===== src/rtl/arop_defines.svh =====
/*
 Constants for the result output port: widths, counts, field positions.
 Assumes inclusion by bare name from rtl/.
*/
`ifndef AROP_DEFINES_SVH
`define AROP_DEFINES_SVH
`define AROP_RES_W 18
`define AROP_CHANNELS 8
`define AROP_CH_W 3
`define AROP_FIFO_DEPTH 8
`define AROP_BUS_W 16
`define AROP_OS_W 3
`define AROP_OS_MSB 2
`define AROP_OS_LSB 0
`define AROP_IFSEL_PAR 1'h0
`define AROP_IFSEL_SER 1'h1
`define AROP_ZERO_BUS 16'h0000
`define AROP_ZERO_RES 18'h00000
`define AROP_MAX_POS 18'h1ffff
`define AROP_MAX_NEG 18'h20000
`endif


===== src/rtl/arop_pkg.sv =====
/*
 Types shared by the result output port files.
 Assumes arop_defines.svh is on the include path.
*/
`include "arop_defines.svh"
package arop_pkg;
    typedef logic [`AROP_RES_W-1:0] arop_result_type;
    // One FIFO word: channel number and its conversion code
    typedef struct packed {
        logic [`AROP_CH_W-1:0] channel;
        arop_result_type code;
    } arop_word_type;
    typedef enum logic [7:0] {
        AROP_OSR_1 = 8'h01, AROP_OSR_2 = 8'h02, AROP_OSR_4 = 8'h04, AROP_OSR_8 = 8'h08,
        AROP_OSR_16 = 8'h10, AROP_OSR_32 = 8'h20, AROP_OSR_64 = 8'h40, AROP_OSR_INVALID = 8'h80
    } arop_osr_type;
    typedef enum logic [2:0] {
        AROP_IDLE = 3'h1, AROP_UPPER = 3'h2, AROP_LOWER = 3'h4
    } arop_state_type;
endpackage


===== src/rtl/arop_fifo.sv =====
/*
 Parameterised synchronous FIFO with valid/ready on both sides.
 Assumes one clock, async active-low reset and a global clock enable.
*/
`include "arop_defines.svh"
module arop_fifo #(
    parameter int WIDTH = 21,
    parameter int DEPTH = `AROP_FIFO_DEPTH
) (
    input wire logic clk,
    input wire logic rst_n,
    input wire logic ce,
    input wire logic [WIDTH-1:0] in_data,
    input wire logic in_valid,
    output logic in_ready,
    output logic [WIDTH-1:0] out_data,
    output logic out_valid,
    input wire logic out_ready
);
    localparam int AW = $clog2(DEPTH);
    logic [WIDTH-1:0] mem [DEPTH];
    logic [AW-1:0] wr_reg;
    logic [AW-1:0] rd_reg;
    logic [AW:0] count_reg;
    logic push;
    logic pop;

    // Honest flags straight from the occupancy count
    assign in_ready = (count_reg != DEPTH[AW:0]);
    assign out_valid = (count_reg != '0);
    assign out_data = mem[rd_reg];
    assign push = ce && in_valid && in_ready;
    assign pop = ce && out_valid && out_ready;

    // Storage, no reset needed on data
    always_ff @(posedge clk) begin
        if (push) begin
            mem[wr_reg] <= in_data;
        end
    end

    // Pointers wrap by index arithmetic, so depth need not be a power of two
    always_ff @(posedge clk or negedge rst_n) begin
        if (!rst_n) begin
            wr_reg <= '0;
            rd_reg <= '0;
            count_reg <= '0;
        end else begin
            if (push) begin
                wr_reg <= (wr_reg == AW'(DEPTH - 1)) ? '0 : wr_reg + 1'b1;
            end
            if (pop) begin
                rd_reg <= (rd_reg == AW'(DEPTH - 1)) ? '0 : rd_reg + 1'b1;
            end
            count_reg <= count_reg + (AW + 1)'(push) - (AW + 1)'(pop);
        end
    end

    a_fifo_no_overflow: assert property (@(posedge clk) disable iff (!rst_n)
        count_reg <= DEPTH) else $error("FIFO count above depth");
endmodule


===== src/rtl/arop_port.sv =====
/*
 Result output port: conversion words pass a FIFO and leave on the
 16-bit parallel bus (two read strobes per channel) or two serial lines.
 Assumes host pins already synchronous to CLOCK; the core pushes words
 in channel order, one frame of all channels per conversion.
*/
// Overview of operation
// - Oversampling select decoded as binary ratio code, bit 2 most significant.
// - Bus line 15 gives result bit 17 first strobe, bit 1 second.
// - Bus line 14 gives result bit 16 first strobe, bit 0 second.
// - Lines 13..9 give bits 15..11 first strobe, zero on second.
// - Lines 6..0 give bits 8..2 first strobe, zero on second.
// - Lines 7 and 8 give bits 9 and 10 while select and strobe low.
// - Parallel mode bus driven only while chip select and read strobe low.
// - Serial mode drives data on lines 7, 8; host grounds the rest.
// - Results are two's complement, full scale 0111.. and 1000..
// - Sampling returns to tracking at each conversion end.
// - Two read strobes per channel, upper portion then lower.
// - Select fall shows MSB; each serial clock rise shifts next bit.
// - Interface select low means parallel, high means serial.
`include "arop_defines.svh"
module arop_port
    import arop_pkg::*;
#(
    parameter int RES_W = `AROP_RES_W,
    parameter int CHANNELS = `AROP_CHANNELS,
    parameter int FIFO_DEPTH = `AROP_FIFO_DEPTH
) (
    // Clock, reset, enable
    input wire logic CLOCK,
    input wire logic RESETN,
    input wire logic CLOCK_EN,
    // Conversion core side
    input wire arop_word_type CONV_WORD,
    input wire logic CONV_VALID,
    output logic CONV_READY,
    input wire logic CONV_DONE,
    output logic TRACK,
    // Configuration straps
    input wire logic [`AROP_OS_W-1:0] OVERSAMPLE_RATIO_SEL,
    output arop_osr_type OVERSAMPLE_RATIO,
    input wire logic INTERFACE_SELECT,
    // Host pins
    input wire logic CS_N,
    input wire logic RD_SCLK,
    output logic [`AROP_BUS_W-1:0] PARALLEL_DATA_BUS,
    output logic [`AROP_BUS_W-1:0] PARALLEL_DATA_OE,
    output logic FIRST_CHANNEL
);
    arop_word_type fifo_word;
    logic fifo_valid;
    logic fifo_pop;
    logic fifo_in_ready;
    arop_state_type state_reg;
    arop_state_type state_next;
    arop_word_type cur_reg;
    logic [RES_W-1:0] shift_reg;
    logic cs_d_reg;
    logic rd_d_reg;
    logic cs_fall;
    logic cs_rise;
    logic rd_fall;
    logic rd_rise;
    logic rd_active;

    // Maps one code onto the bus for upper or lower half
    function automatic logic [`AROP_BUS_W-1:0] bus_map(input arop_result_type c, input logic lower);
        if (!lower) begin
            return {c[17], c[16], c[15:11], c[10], c[9], c[8:2]};
        end
        return {c[1], c[0], 5'h00, c[10], c[9], 7'h00};
    endfunction

    // Binary ratio decode of the three strap bits
    function automatic arop_osr_type os_decode(input logic [`AROP_OS_W-1:0] s);
        case (s)
            3'h0: return AROP_OSR_1;
            3'h1: return AROP_OSR_2;
            3'h2: return AROP_OSR_4;
            3'h3: return AROP_OSR_8;
            3'h4: return AROP_OSR_16;
            3'h5: return AROP_OSR_32;
            3'h6: return AROP_OSR_64;
            default: return AROP_OSR_INVALID;
        endcase
    endfunction

    arop_fifo #(
        .WIDTH($bits(arop_word_type)),
        .DEPTH(FIFO_DEPTH)
    ) u_fifo (
        .clk(CLOCK),
        .rst_n(RESETN),
        .ce(CLOCK_EN),
        .in_data(CONV_WORD),
        .in_valid(CONV_VALID),
        .in_ready(fifo_in_ready),
        .out_data(fifo_word),
        .out_valid(fifo_valid),
        .out_ready(fifo_pop)
    );

    // Strobe edges; pins are synchronous so one stage is enough
    assign cs_fall = cs_d_reg && !CS_N;
    assign cs_rise = !cs_d_reg && CS_N;
    assign rd_fall = rd_d_reg && !RD_SCLK;
    assign rd_rise = !rd_d_reg && RD_SCLK;
    assign rd_active = !CS_N && !RD_SCLK;

    always_ff @(posedge CLOCK or negedge RESETN) begin
        if (!RESETN) begin
            cs_d_reg <= 1'b1;
            rd_d_reg <= 1'b1;
        end else if (CLOCK_EN) begin
            cs_d_reg <= CS_N;
            rd_d_reg <= RD_SCLK;
        end
    end

    // Sequencer: a word is popped when its transfer begins
    always_comb begin
        state_next = state_reg;
        fifo_pop = 1'b0;
        case (state_reg)
            AROP_IDLE: begin
                if (INTERFACE_SELECT == `AROP_IFSEL_PAR) begin
                    if (rd_fall && !CS_N && fifo_valid) begin
                        fifo_pop = 1'b1;
                        state_next = AROP_UPPER;
                    end
                end else if (cs_fall && fifo_valid) begin
                    fifo_pop = 1'b1;
                    state_next = AROP_UPPER;
                end
            end
            AROP_UPPER: begin
                if (INTERFACE_SELECT == `AROP_IFSEL_SER) begin
                    if (cs_rise) begin
                        state_next = AROP_IDLE;
                    end
                end else if (rd_fall && !CS_N) begin
                    state_next = AROP_LOWER;
                end
            end
            AROP_LOWER: begin
                if (rd_rise || CS_N) begin
                    state_next = AROP_IDLE;
                end
            end
            default: state_next = AROP_IDLE;
        endcase
    end

    always_ff @(posedge CLOCK or negedge RESETN) begin
        if (!RESETN) begin
            state_reg <= AROP_IDLE;
        end else if (CLOCK_EN) begin
            state_reg <= state_next;
        end
    end

    // Current word and serial shifter; code is two's complement as given
    always_ff @(posedge CLOCK or negedge RESETN) begin
        if (!RESETN) begin
            cur_reg <= '0;
            shift_reg <= `AROP_ZERO_RES;
        end else if (CLOCK_EN) begin
            if (fifo_pop) begin
                cur_reg <= fifo_word;
                shift_reg <= fifo_word.code;
            end else if (state_reg == AROP_UPPER && INTERFACE_SELECT && rd_rise) begin
                shift_reg <= {shift_reg[RES_W-2:0], 1'b0};
            end
        end
    end

    // Pin drivers, all registered; bus driven only during a valid read
    always_ff @(posedge CLOCK or negedge RESETN) begin
        if (!RESETN) begin
            PARALLEL_DATA_BUS <= `AROP_ZERO_BUS;
            PARALLEL_DATA_OE <= `AROP_ZERO_BUS;
            FIRST_CHANNEL <= 1'b0;
        end else if (CLOCK_EN) begin
            PARALLEL_DATA_BUS <= `AROP_ZERO_BUS;
            PARALLEL_DATA_OE <= `AROP_ZERO_BUS;
            if (INTERFACE_SELECT == `AROP_IFSEL_SER) begin
                // Only lines 7 and 8 leave the device; the rest are grounded outside
                if (state_next == AROP_UPPER) begin
                    PARALLEL_DATA_BUS[7] <= fifo_pop ? fifo_word.code[RES_W-1] : state_next == state_reg &&
                        rd_rise ? shift_reg[RES_W-2] : shift_reg[RES_W-1];
                    PARALLEL_DATA_BUS[8] <= fifo_pop ? fifo_word.code[RES_W-1] : state_next == state_reg &&
                        rd_rise ? shift_reg[RES_W-2] : shift_reg[RES_W-1];
                    PARALLEL_DATA_OE[8:7] <= 2'h3;
                end
            end else if (rd_active && state_next != AROP_IDLE) begin
                PARALLEL_DATA_BUS <= bus_map(fifo_pop ? fifo_word.code : cur_reg.code,
                    state_next == AROP_LOWER);
                PARALLEL_DATA_OE <= 16'hffff;
            end
            if (CS_N) begin
                FIRST_CHANNEL <= 1'b0;
            end else if (fifo_pop) begin
                FIRST_CHANNEL <= (fifo_word.channel == '0);
            end
        end
    end

    // Ratio decode, core back-pressure and tracking flag
    always_ff @(posedge CLOCK or negedge RESETN) begin
        if (!RESETN) begin
            OVERSAMPLE_RATIO <= AROP_OSR_1;
            CONV_READY <= 1'b0;
            TRACK <= 1'b1;
        end else if (CLOCK_EN) begin
            OVERSAMPLE_RATIO <= os_decode(OVERSAMPLE_RATIO_SEL);
            CONV_READY <= fifo_in_ready;
            if (CONV_DONE) begin
                TRACK <= 1'b1;
            end else if (CONV_VALID) begin
                TRACK <= 1'b0;
            end
        end
    end

    a_par_oe_gate: assert property (@(posedge CLOCK) disable iff (!RESETN)
        (PARALLEL_DATA_OE == 16'hffff) |-> $past(rd_active) && !$past(INTERFACE_SELECT))
        else $error("Bus driven outside a read");
    a_lower_zeros: assert property (@(posedge CLOCK) disable iff (!RESETN)
        (state_reg == AROP_LOWER && PARALLEL_DATA_OE[0]) |->
        PARALLEL_DATA_BUS[13:9] == 5'h00 && PARALLEL_DATA_BUS[6:0] == 7'h00)
        else $error("Lower half not zero");
    a_lower_bits: assert property (@(posedge CLOCK) disable iff (!RESETN)
        (state_reg == AROP_LOWER && PARALLEL_DATA_OE[15] && $past(state_reg) == AROP_LOWER) |->
        PARALLEL_DATA_BUS[15:14] == cur_reg.code[1:0]) else $error("Lower bits wrong");
    a_upper_bits: assert property (@(posedge CLOCK) disable iff (!RESETN)
        (state_reg == AROP_UPPER && PARALLEL_DATA_OE[15] && $past(state_reg) == AROP_UPPER) |->
        PARALLEL_DATA_BUS == {cur_reg.code[17:11], cur_reg.code[10:9], cur_reg.code[8:2]})
        else $error("Upper half wrong");
    a_serial_lines: assert property (@(posedge CLOCK) disable iff (!RESETN)
        INTERFACE_SELECT && $past(INTERFACE_SELECT) |-> PARALLEL_DATA_OE[15:9] == 7'h00 &&
        PARALLEL_DATA_OE[6:0] == 7'h00) else $error("Serial mode drives spare lines");
    a_osr_decode: assert property (@(posedge CLOCK) disable iff (!RESETN)
        CLOCK_EN && OVERSAMPLE_RATIO_SEL == 3'h4 |=> OVERSAMPLE_RATIO == AROP_OSR_16)
        else $error("Ratio decode wrong");
    a_track_on_done: assert property (@(posedge CLOCK) disable iff (!RESETN)
        CLOCK_EN && CONV_DONE |=> TRACK) else $error("No tracking after conversion");
    a_two_strobes: assert property (@(posedge CLOCK) disable iff (!RESETN)
        state_reg == AROP_LOWER |-> $past(state_reg) != AROP_IDLE)
        else $error("Lower half without upper");
    a_serial_msb: assert property (@(posedge CLOCK) disable iff (!RESETN)
        CLOCK_EN && INTERFACE_SELECT && fifo_pop |=> PARALLEL_DATA_BUS[7] == cur_reg.code[17])
        else $error("Serial MSB missing");
    c_par_read: cover property (@(posedge CLOCK) disable iff (!RESETN)
        state_reg == AROP_UPPER ##[1:40] state_reg == AROP_LOWER);
    c_ser_frame: cover property (@(posedge CLOCK) disable iff (!RESETN)
        INTERFACE_SELECT && state_reg == AROP_UPPER ##[1:100] state_reg == AROP_IDLE);
    c_fifo_full: cover property (@(posedge CLOCK) disable iff (!RESETN) !CONV_READY && RESETN);
endmodule


===== config.mk =====
export PLATFORM = sky130hd
export DESIGN_NAME = arop_port
export DESIGN_NICKNAME = d
export VERILOG_FILES = /design/src/rtl/arop_pkg.sv /design/src/rtl/arop_fifo.sv /design/src/rtl/arop_port.sv
export VERILOG_INCLUDE_DIRS = /design/src /design/src/rtl
export SDC_FILE = /design/constraint.sdc
export NUM_CORES = 1
export LEC_CHECK = 0
export ABC_CLOCK_PERIOD_IN_PS = 3890
export BUFFER_PORTS_ARGS = -buffer_cell sky130_fd_sc_hd__buf_2
export CORE_MARGIN = 2
export CORE_UTILIZATION = 45
export DETAILED_ROUTE_END_ITERATION = 16
export PLACE_DENSITY = 0.68
export SLEW_MARGIN = 0
export SYNTH_ARGS = -nofsm -noshare
export SYNTH_HDL_FRONTEND = slang
export SYNTH_HIERARCHICAL = 1
export SYNTH_SLANG_ARGS = --single-unit

===== constraint.sdc =====
create_clock -name CLOCK -period 3.89 [get_ports CLOCK]
set_input_delay 0.5835 -clock CLOCK [delete_from_list [all_inputs] [get_ports CLOCK]]
set_output_delay 0.5835 -clock CLOCK [all_outputs]
set_load 0.03 [all_outputs]

# Word level (Yosys, flattened, before mapping)
# Memory sizes are Yosys's and may differ from the RTL's.
# Cells that the tools add are included.
[word_totals]
wordCells = 108
register_bits = 94
mem_bits_ro = 0
n_memories = 1
latchBits = 0
input_bits = 32
out_inout_bits = 43
ram_bits = 168
[classes]
n_reduce_logical = 31
n_shift = 0
addsub = 4
mux = 42
bitwise = 0
div_mod_pow = 0
magnitude_cmp = 0
multipliers = 0
n_eq_ne = 16
[mem_list]
columns = ["name", "words", "width", "read_ports", "rd_ports_with_merged_regs", "wr", "line_no", "source"]
rows = [
  ["u_fifo.mem", 8, 21, 1, 0, 1, "arop_fifo.sv:21", "logic [WIDTH-1:0] mem [DEPTH];"],
]
[ops]
columns = ["cell", "count"]
rows = [
  ["16-bit two-way mux", 4],
  ["8-bit case mux with 7 select lines", 1],
  ["18-bit two-way mux", 3],
  ["7-bit two-way mux", 4],
  ["3-bit two-way mux", 9],
  ["3-bit == test (second input constant)", 7],
  ["1-bit logical AND", 16],
  ["1-bit two-way mux", 16],
  ["3-bit by 2-bit == test with 1-bit output (second input constant)", 4],
  ["3-bit case mux with 3 select lines", 1],
  ["2-bit two-way mux", 4],
  ["2-bit AND reduction", 4],
  ["3-bit by 1-bit adder with 3-bit output (second input constant)", 2],
  ["3-bit by 1-bit == test with 1-bit output (second input constant)", 2],
  ["3-bit logical NOT", 2],
  ["2-bit nonzero test", 3],
  ["4-bit by 1-bit adder with 4-bit output", 1],
  ["1-bit logical NOT", 4],
  ["4-bit != test (second input constant)", 1],
  ["4-bit nonzero test", 1],
  ["4-bit by 1-bit subtractor with 4-bit output", 1],
  ["3-bit == test", 1],
  ["3-bit by 1-bit != test with 1-bit output (second input constant)", 1],
  ["1-bit logical OR", 1],
]

# Depth between registers and ports, before layout
# Gate-level depths: netlist of run 1.
[depth]
word_depth = 15
mapped_depth = 16
depth_no_buf = 14

# Modules after synthesis
# The synthesis of run 1 kept the hierarchy.
[by_module_without_submodules]
columns = ["module", "area_per_inst_um2", "cells_per_inst", "instances", "seq_area_each_um2"]
rows = [
  ["arop_fifo", 7051.8, 302, 1, 5295.1],
  ["arop_port", 3309.4, 298, 1, 1757.9],
]

# Least setup slack after synthesis of run 1
# Ideal clock, no wire load.
[synth_timing]
kind = "input to register"
from = "input INTERFACE_SELECT"
to = "register u_fifo.count_reg[3]"
slack_ps = 709
t_required_ps = 3811
setup_ps = 79
n_path_buf = 2
path_stages = 13
t_arrival_ps = 3102
cell_sequence = "or3b_1 > a2111o_1 > inv_2 > buf_6 > buf_6 > nand2_1 > a21oi_1 > ha_1 > inv_1 > ha_1 > a21o_1 > a21oi_1 > xor2_1"
[synth_via]
elab_chain_len = 4
[synth_lines]
columns = ["element", "line_no", "source"]
rows = [
  ["start: declaration", "arop_port.sv:42", "input wire logic INTERFACE_SELECT,"],
  ["1-bit two-way mux", "arop_port.sv:126", "if (INTERFACE_SELECT == `AROP_IFSEL_PAR) begin"],
  ["1-bit two-way mux", "arop_port.sv:124", "case (state_reg)"],
  ["via fifo_pop", "arop_port.sv:52", "logic fifo_pop;"],
  ["1-bit logical AND", "arop_fifo.sv:33", "assign pop = ce && out_valid && out_ready;"],
  ["via u_fifo.pop", "arop_fifo.sv:26", "logic pop;"],
  ["4-bit by 1-bit subtractor with 4-bit output", "arop_fifo.sv:55", "count_reg <= count_reg + (AW + 1)'(push) - (AW + 1)'(pop);"],
  ["end signal: assignment", "arop_fifo.sv:55", ""],
  ["end: declaration", "arop_fifo.sv:24", "logic [AW:0] count_reg;"],
]
# The timed path passes the listed nets, and every way through them passes these cells.
# A chain may end at the register's enable or synchronous reset.

# Final worst setup path of run 1
[layout_timing]
from = "register rd_d_reg"
to = "register u_fifo.count_reg[3]"
[layout_via]
elab_chain_len = 8
[layout_lines]
columns = ["element", "line_no", "source"]
rows = [
  ["start: declaration", "arop_port.sv:59", "logic rd_d_reg;"],
  ["start signal: assignment", "arop_port.sv:113", "rd_d_reg <= 1'b1;"],
  ["start signal: assignment", "arop_port.sv:116", "rd_d_reg <= RD_SCLK;"],
  ["1-bit logical AND", "arop_port.sv:106", "assign rd_fall = rd_d_reg && !RD_SCLK;"],
  ["1-bit logical AND (2 in a row)", "arop_port.sv:127", "if (rd_fall && !CS_N && fifo_valid) begin"],
  ["1-bit two-way mux", "arop_port.sv:127", ""],
  ["1-bit two-way mux", "arop_port.sv:126", ""],
  ["1-bit two-way mux", "arop_port.sv:124", ""],
  ["1-bit logical AND", "arop_fifo.sv:33", ""],
  ["via u_fifo.pop", "arop_fifo.sv:26", ""],
  ["4-bit by 1-bit subtractor with 4-bit output", "arop_fifo.sv:55", ""],
]
# The timed path passes the listed nets, and every way through them passes these cells.

==> results of run 1 <==
-- cells in the mapped netlist, types with 7 or more instances --
cell	count	share of area (%)
sky130_fd_sc_hd__mux2_2	40	4.3
sky130_fd_sc_hd__mux4_2	11	2.4
sky130_fd_sc_hd__o21ai_0	15	0.72
sky130_fd_sc_hd__dfrtp_1	75	18
sky130_fd_sc_hd__nand2_1	32	1.2
sky130_fd_sc_hd__nor2_1	13	0.47
sky130_fd_sc_hd__buf_6	8	0.87
sky130_fd_sc_hd__mux4_1	31	7.9
sky130_fd_sc_hd__o21ai_1	7	0.34
sky130_fd_sc_hd__edfxtp_1	168	49
sky130_fd_sc_hd__mux2_1	13	1.4
sky130_fd_sc_hd__buf_4	15	1.1
sky130_fd_sc_hd__inv_1	34	1.2
sky130_fd_sc_hd__mux2i_1	32	3.1
sky130_fd_sc_hd__clkbuf_1	13	0.47
sky130_fd_sc_hd__ha_1	10	1.2
sky130_fd_sc_hd__o22ai_1	19	1.1
sky130_fd_sc_hd__a21oi_1	7	0.34
-- worst paths after layout --
kind	startpoint	endpoint	slack (ps)	cells past startpoint
max in group asynchronous	RESETN	u_fifo/rd_reg[0]$_DFFE_PN0P_	2970	1
worst max register to register	rd_d_reg$_DFFE_PN1P_	u_fifo/count_reg[3]$_DFF_PN0_	970	11
worst min-delay path	RESETN	OVERSAMPLE_RATIO[3]$_DFFE_PN0P_	210	1
worst max-delay path	rd_d_reg$_DFFE_PN1P_	u_fifo/count_reg[3]$_DFF_PN0_	970	11
worst min register to register	shift_reg[17]$_DFFE_PN0P_	shift_reg[17]$_DFFE_PN0P_	480	2
min in group CLOCK	OVERSAMPLE_RATIO_SEL[0]	OVERSAMPLE_RATIO[0]$_DFFE_PN1P_	270	2
-- kinds of logic after synthesis --
kind of cell	count (synthesis)
AOI/OAI and AO/OA	63
xor gates and xnor gates	2
adders and majority gates	11
buffers and inverters	75
and+or+nand+nor	74
muxes	127
DFF	248
-- layout make-up --
class,count,area share (%)
inverter,35,1.11
sequential,248,59.7
multi-input combinational,277,24.8
clock buffer,29,5.43
clock inverter,16,1.53
tap,285,3.02
timing repair buffer,92,4.30
antenna,2,0.0424
-- routing by layer --
layer,global-route usage (%),vias up,wire [um]
met1,20.7,2703,8340
met4,4.11,2,365
met5,0,-,13
li1,-,2475,-
met2,27.3,140,9090
met3,3.94,27,1170
-- cells in the final DEF (no fill, tap or decap), drive strengths merged, types with 5 or more instances in the layout --
cell type	instances
edfxtp	168
buf	92
dfrtp	75
mux2	53
mux4	42
inv	36
nand2	33
mux2i	32
clkbuf	29
o21ai	23
o22ai	19
nor2	13
ha	10
clkinv	10
a21oi	7
dfstp	5
nand2b	5
-- where the power goes --
part / total [mW] / internal [mW] / switching, mW
Combinational: 1.81 / 0.916 / 0.894
Sequential: 3.49 / 3.21 / 0.281
Clock: 2.39 / 1.44 / 0.949
-- worst reg2reg max path, stage by stage, from the launching register on --
cell and delay [ps]:
sky130_fd_sc_hd__dfstp_2 540, sky130_fd_sc_hd__or3b_1 340, sky130_fd_sc_hd__a2111o_1 440, sky130_fd_sc_hd__inv_2 70, sky130_fd_sc_hd__nand2_1 50, sky130_fd_sc_hd__a21oi_1 330
sky130_fd_sc_hd__ha_1 220, sky130_fd_sc_hd__inv_1 70, sky130_fd_sc_hd__ha_1 280, sky130_fd_sc_hd__a21o_1 160, sky130_fd_sc_hd__a21oi_1 200, sky130_fd_sc_hd__xor2_1 160
==> Flow_metrics.wiki, run 1 <==
{| class="wikitable"
! Metric !! Value
|-
| Syn Std Cell Area || 10400 um2
|-
| Top-Level Pins || 75
|-
| Net Count, Synth || 643
|-
| Post-DRT Antenna Nets || 0
|-
| Worst slack, placed || 768 ps
|-
| Number of gates resized after CTS || 0
|-
| Via count of the routed design || 5347
|-
| Final number of hold-violating endpoints || 0
|-
| Count of yosys warnings during synthesis || 6
|-
| Number of rows created at floorplan || 55
|-
| Detailed-route wire length per cell || 19.3 um
|-
| Static Leak || 4.53 nW
|-
| Power density relative to cell area || 651 nW/um2
|-
| Overflow left after global routing || 0
|-
| Via/cell ratio || 5.43
|-
| Final Instance Count excl. Fillers || 984
|-
| Overall die width || 156 um
|-
| Routability congestion estimate || 0.753
|-
| Worst-skew pair later-pin latency || 530 ps
|-
| Synthesized-area fraction occupied by ao, oa, aoi and oai cells || 3.84%
|-
| # Max-Cap Violations || 0
|-
| Overall track demand over capacity in global routing || 16.0%
|-
| Unrepaired setup endpoints after global routing || false
|-
| Port bufs || 74
|-
| Worst path buffer plus inverter count || 2
|-
| Clock Sink Count || 248
|-
| Outcome || finished clean
|-
| Crit-path max FO || 4
|-
| Vias in the first global route || 5488
|-
| Number of enable-type register cells in the synthesized netlist || 168
|-
| Post-route setup slack || 967 ps
|-
| Total Routed Length || 19000 um
|-
| Maximum frequency from static timing analysis || 342 MHz
|-
| Type of the setup path with the least slack || reg2reg
|-
| Area added between synthesis and finish || 14.0%
|-
| Die area || 24300 um2
|-
| TritonCTS clock tree || built
|-
| Layout Utilization || 52.2%
|-
| VDD IR max || 0.328 mV
|-
| Time the final worst path needs with I/O delays and setup || 2920 ps
|-
| Residual DRC count || 0
|-
| Count of pins over their slew limit || 0
|-
| Placed Instance Area || 11000 um2
|-
| Post-CTS setup buffer count || 0
|-
| Cell count after synthesis || 600
|-
| Crit end category || flip-flop
|-
| Sequential standard cell area || 7050 um2
|-
| Critical path data arrival time || 3370 ps
|-
| Die boundary height || 156 um
|-
| Antenna violations before repair || 4
|-
| Top delay family on crit path || compound AO/OA/AOI/OAI gates
|-
| Worst slew margin relative to its limit || 26.9%
|-
| Finished Cell Area || 11800 um2
|-
| Largest family of logic cells by synthesized area || multiplexers
|-
| Final-layout fill cell count || 1816
|-
| CTS Hold Bufs || 0
|-
| Largest net degree at the start of global routing || 81
|-
| Synthesized-area fraction occupied by and/or/nand/nor cells || 3.54%
|-
| Detailed Route Iter0 Violations || 271
|-
| Proportion of layout cells with a drive suffix above 1 || 28.4%
|-
| Cell count after placement || 937
|-
| 1st-pass router iterations || 4
|-
| Global-route wire length before repair || 29900 um
|-
| Post-synthesis sequential element count || 248
|-
| Worst EP required || 4340 ps
|-
| Post-Syn Area per Cell || 17.3 um2
|-
| Min-delay worst type || in2async
|-
| Adder-cell share of the synthesized area || 1.40%
|-
| Maximum buffer depth of the clock tree || 3
|-
| Least-Margin Pin Slew || 1100 ps
|-
| Total power consumption of the routed design || 7.69 mW
|-
| Element type at the critical path start || flip-flop
|-
| Fin nets || 722
|-
| Period Utilization, post-route || 75.1%
|-
| Post-Route Hold Slack || 214 ps
|-
| Standard cell with the maximum stage delay on the critical path || sky130_fd_sc_hd__dfstp_2
|-
| Number of setup violations in the final report || 0
|-
| Clock-pin slew of the registers on the worst-case setup and hold paths || 60 ps
|-
| Maximum cell stage delay along the critical path || 540 ps
|-
| Flip-flop count of the largest register after layout || 168
|-
| Worst path cell trace || or3b_1, a2111o_1, inv_2, nand2_1, a21oi_1, ha_1, inv_1, ha_1, a21o_1, a21oi_1, xor2_1
|-
| XOR/XNOR share of the synthesized area || 0.169%
|-
| Main synth FF type || sky130_fd_sc_hd__edfxtp_1
|-
| Post-Route Setup TNS || 0 ps
|-
| Layout Skew || 11.1 ps
|-
| Count of different cell masters after synthesis || 51
|-
| Mux share of post-synthesis cell area || 19.1%
|-
| Multi-input gate area || 2930 um2
|-
| Post-synth ARST share || 32.3%
|-
| Sequential cell area fraction in the yosys report || 68.1%
|-
| Root buffer selected by CTS || sky130_fd_sc_hd__clkbuf_16
|-
| Deepest level of the CTS H-tree || 1
|-
| Effective utilization at floorplan || 45.8%
|-
| Core box area || 22600 um2
|-
| Inserted Clock Buffers || 25
|-
| Estimated wirelength of the detail-placed design || 12000 um
|}
No activity file was read; power rests on OpenSTA's default activity.
==> run 2: changes to the inputs <==
ABC_AREA = 1   (was unset)
ABC_CLOCK_PERIOD_IN_PS = 2800   (was 3890)
clock period = 2.8 ns   (was 3.89 ns; I/O delays follow)
==> Flow_metrics.wiki, run 2 <==
{| class="wikitable"
! Metric !! Value
|-
| Crit end category || flip-flop
|-
| Post-Syn Area per Cell || 9.38 um2 (-46%)
|-
| Flip-flop count of the largest register after layout || 168 (unchanged)
|-
| Multi-input gate area || 3150 um2 (+7.6%)
|-
| Share of the synthesized area in the top cell type || 44.1% (-4.6 points)
|-
| Type of the setup path with the least slack || reg2reg
|-
| Count of pins over their slew limit || 0 (unchanged)
|-
| Post-DRT Antenna Nets || 0 (unchanged)
|-
| Crit-path max FO || 7 (+3)
|-
| Overall die width || 163 um (+4.9%)
|-
| Core box area || 25000 um2 (+11%)
|-
| Syn Std Cell Area || 11400 um2 (+10%)
|-
| Maximum cell stage delay along the critical path || 550 ps (about the same)
|-
| Total power consumption of the routed design || 11.9 mW (+55%)
|-
| Worst path cell trace || inv_2, nor2_1, nand2_1, nand2_1, nand2_2, nor2_4, nand2_1, inv_1, nand2_1, inv_1, ha_1, inv_1, ha_1, fa_1
|-
| Deepest level of the CTS H-tree || 1 (unchanged)
|-
| Top-Level Pins || 75 (unchanged)
|-
| 1st-pass router iterations || 7 (+3)
|-
| Cell count after synthesis || 1219 (+100%)
|-
| Via/cell ratio || 4.79 (-12%)
|-
| Inserted Clock Buffers || 26 (+4.0%)
|-
| Internal power || 7.71 mW (+39%)
|-
| Layout Utilization || 51.7% (-0.48 points)
|-
| Sequential fraction of design power || 39.4% (-6.0 points)
|-
| Switching part of the total || 35.2% (+7.6 points)
|-
| Met3 routed WL || 1360 um (+16%)
|-
| Combinational group share of total power || 31.7% (+8.2 points)
|-
| Clock Sink Count || 248 (unchanged)
|-
| # Max-Cap Violations || 0 (unchanged)
|-
| Maximum frequency from static timing analysis || 425 MHz (+24%)
|-
| Number of gates resized after CTS || 0 (unchanged)
|-
| Most common cell after layout, fill and taps aside || sky130_fd_sc_hd__nand2_1
|-
| Routability congestion estimate || 0.823 (+9.4%)
|-
| Residual DRC count || 0 (unchanged)
|-
| Static Leak || 6.22 nW (+37%)
|-
| Clk network pwr share || 28.9% (-2.2 points)
|-
| Outcome || finished clean
|-
| Synth cell count leaders || sky130_fd_sc_hd__nand2_1, sky130_fd_sc_hd__inv_1, sky130_fd_sc_hd__edfxtp_1
|-
| Highest-count cells in the layout ignoring fill and taps || sky130_fd_sc_hd__nand2_1, sky130_fd_sc_hd__inv_1, sky130_fd_sc_hd__edfxtp_1, sky130_fd_sc_hd__nand3_1, sky130_fd_sc_hd__dfrtp_1
|-
| Port bufs || 74 (unchanged)
|-
| Worst-skew pair later-pin latency || 540 ps (about the same)
|-
| Leading post-synthesis cells by cell area || sky130_fd_sc_hd__edfxtp_1, sky130_fd_sc_hd__dfrtp_1, sky130_fd_sc_hd__nand2_1, sky130_fd_sc_hd__inv_1, sky130_fd_sc_hd__nand3_1
|-
| TritonCTS clock tree || built
|-
| Cell type with the largest total area after synthesis || sky130_fd_sc_hd__edfxtp_1
|-
| Number of rows created at floorplan || 58 (+5.5%)
|-
| Least-Margin Pin Slew || 975 ps (-122 ps)
|-
| Total net switching power || 4.20 mW (+98%)
|-
| Period Utilization, post-route || 84.0% (+8.9 points)
|-
| Min-delay worst type || in2reg
|-
| Via count of the routed design || 7830 (+46%)
|-
| Proportion of layout cells with a drive suffix above 1 || 13.9% (-14 points)
|-
| Post-synth ARST share || 32.3% (unchanged)
|-
| Standard cell with the maximum stage delay on the critical path || sky130_fd_sc_hd__dfstp_2
|-
| Final number of hold-violating endpoints || 0 (unchanged)
|-
| Most used cell along the critical path || sky130_fd_sc_hd__nand2_1
|-
| Estimated wirelength of the detail-placed design || 14000 um (+17%)
|-
| Die boundary height || 163 um (+4.9%)
|-
| Effective utilization at floorplan || 45.7% (-0.087 points)
|-
| VDD IR max || 0.503 mV (+54%)
|-
| Highest routed metal layer || met5
|-
| Sequential standard cell area || 7050 um2 (unchanged)
|-
| Worst path buffer plus inverter count || 4 (+2)
|-
| Total Routed Length || 23200 um (+22%)
|-
| Main synth FF type || sky130_fd_sc_hd__edfxtp_1
|-
| Overflow left after global routing || 0 (unchanged)
|-
| Most frequent cell after synthesis || sky130_fd_sc_hd__nand2_1
|-
| Met2 wirelength from detailed routing || 10600 um (+17%)
|-
| Maximum buffer depth of the clock tree || 3 (unchanged)
|-
| Sequential cell area fraction in the yosys report || 61.7% (-6.4 points)
|-
| Post-Route Setup TNS || 0 ps (unchanged)
|-
| Power density relative to cell area || 920 nW/um2 (+41%)
|-
| Critical path data arrival time || 2740 ps (-630 ps)
|-
| Unrepaired setup endpoints after global routing || false
|-
| Global-route wire length before repair || 37400 um (+25%)
|-
| Overall track demand over capacity in global routing || 17.7% (+1.7 points)
|-
| Count of yosys warnings during synthesis || 6 (unchanged)
|-
| Count of different cell masters after synthesis || 36 (-29%)
|-
| Final-layout fill cell count || 2222 (+22%)
|-
| Layout Skew || 25.6 ps (+14.5 ps)
|-
| Number of enable-type register cells in the synthesized netlist || 168 (unchanged)
|-
| Top delay family on crit path || adder cells
|-
| Die area || 26700 um2 (+10%)
|-
| Worst EP required || 3190 ps (-1150 ps)
|-
| Antenna violations before repair || 5 (+1)
|-
| Time the final worst path needs with I/O delays and setup || 2350 ps (-571 ps)
|-
| Clock-pin slew of the registers on the worst-case setup and hold paths || 60 ps (about the same)
|-
| Routed metal-1 wire length || 10600 um (+27%)
|-
| Detailed Route Iter0 Violations || 577 (+110%)
|-
| Fin nets || 1324 (+83%)
|-
| Area added between synthesis and finish || 13.1%
|-
| Worst slew margin relative to its limit || 35.0% (+8.1 points)
|-
| Detailed-route wire length per cell || 14.2 um (-27%)
|-
| Post-synthesis sequential element count || 248 (unchanged)
|-
| Element type at the critical path start || flip-flop
|-
| Root buffer selected by CTS || sky130_fd_sc_hd__clkbuf_16
|-
| Vias in the first global route || 7287 (+33%)
|-
| Number of setup violations in the final report || 0 (unchanged)
|-
| Net Count, Synth || 1262 (+96%)
|-
| Largest net degree at the start of global routing || 87 (+7.4%)
|}
[run 2: cell types whose count changed in the layout (fill, tap and decap cells not counted), sizes merged, moves of 7 or more]
| cell | previous run | this run |
|---|---|---|
| inv | 36 | 223 |
| mux2 | 53 | 11 |
| o21ai | 23 | 78 |
| nand2 | 33 | 434 |
| mux2i | 32 | 0 |
| mux4 | 42 | 0 |
| o22ai | 19 | 0 |
| nor2 | 13 | 20 |
| nand3 | 2 | 101 |
| buf | 92 | 99 |
[run 2: cells by family after synthesis]
kind of cell               synth area share (%)
adders and majority gates                  1.27
AOI/OAI and AO/OA                          4.43
xor gates and xnor gates                  0.153
DFF                                        61.7
and+or+nand+nor                            20.1
muxes                                      1.31
buffers and inverters                      11.1
[run 2: per-stage QoR]
step	hold WS, ps	area (um2)	instances	worst slack, ps
after floorplan	124	11400	1219	-21.7
after global placement	383	12000	1582	508
after detailed placement	384	12000	1582	455
after CTS	117	12900	1630	445
after global routing	140	12900	1632	241
final	132	12900	1634	448
[run 2: metal layers]
metal | global-route usage (%) | up-vias
met5 | 0 | -
met4 | 4.63 | 2
met3 | 3.10 | 41
met2 | 29.1 | 224
met1 | 24.4 | 3627
li1 | - | 3936
[run 2: layout make-up]
| class | count | share of cell area (%) |
|---|---|---|
| inverter | 223 | 6.49 |
| timing repair buffer | 100 | 4.60 |
| antenna | 4 | 0.0774 |
| clock buffer | 31 | 5.49 |
| sequential | 248 | 54.5 |
| tap | 330 | 3.19 |
| clock inverter | 16 | 1.23 |
| multi-input combinational | 682 | 24.4 |
[run 2: final timing paths]
check	cells after the start	endpoint	slack, ps	startpoint
worst min register to register	2	CONV_READY$_DFFE_PN0P_	470	CONV_READY$_DFFE_PN0P_
max in group asynchronous	3	shift_reg[2]$_DFFE_PN0P_	1770	RESETN
worst min-delay path	2	TRACK$_DFFE_PN1P_	130	CONV_DONE
worst max-delay path	14	u_fifo/count_reg[1]$_DFF_PN0_	450	rd_d_reg$_DFFE_PN1P_
worst max register to register	14	u_fifo/count_reg[1]$_DFF_PN0_	450	rd_d_reg$_DFFE_PN1P_
min in group asynchronous	2	PARALLEL_DATA_BUS[6]$_DFFE_PN0P_	380	RESETN
[run 2: repair_timing]
action	CTS	global route
hold endpoints to repair	29	0
setup buffers	0	0
hold buffers	1	0
setup endpoints to repair	0	0
[run 2: worst register-to-register path, cell delays in order (launching register included)]
cell	delay, ps
sky130_fd_sc_hd__dfstp_2	550
sky130_fd_sc_hd__inv_2	40
sky130_fd_sc_hd__nor2_1	80
sky130_fd_sc_hd__nand2_1	80
sky130_fd_sc_hd__nand2_1	100
sky130_fd_sc_hd__nand2_2	80
sky130_fd_sc_hd__nor2_4	90
sky130_fd_sc_hd__nand2_1	60
sky130_fd_sc_hd__inv_1	50
sky130_fd_sc_hd__nand2_1	50
sky130_fd_sc_hd__inv_1	150
sky130_fd_sc_hd__ha_1	260
sky130_fd_sc_hd__inv_1	50
sky130_fd_sc_hd__ha_1	170
sky130_fd_sc_hd__fa_1	420
[run 2: power by group through the flow]
stage	registers [mW]	clock network, mW	logic, mW
6_report	4.69	3.45	3.77
3_3_place_gp	4.75	0	3.70
3_5_place_dp	4.75	0	3.77
4_1_cts	4.69	3.52	3.79
2_1_floorplan	4.76	0	2.75
5_1_grt	4.74	3.67	4.29
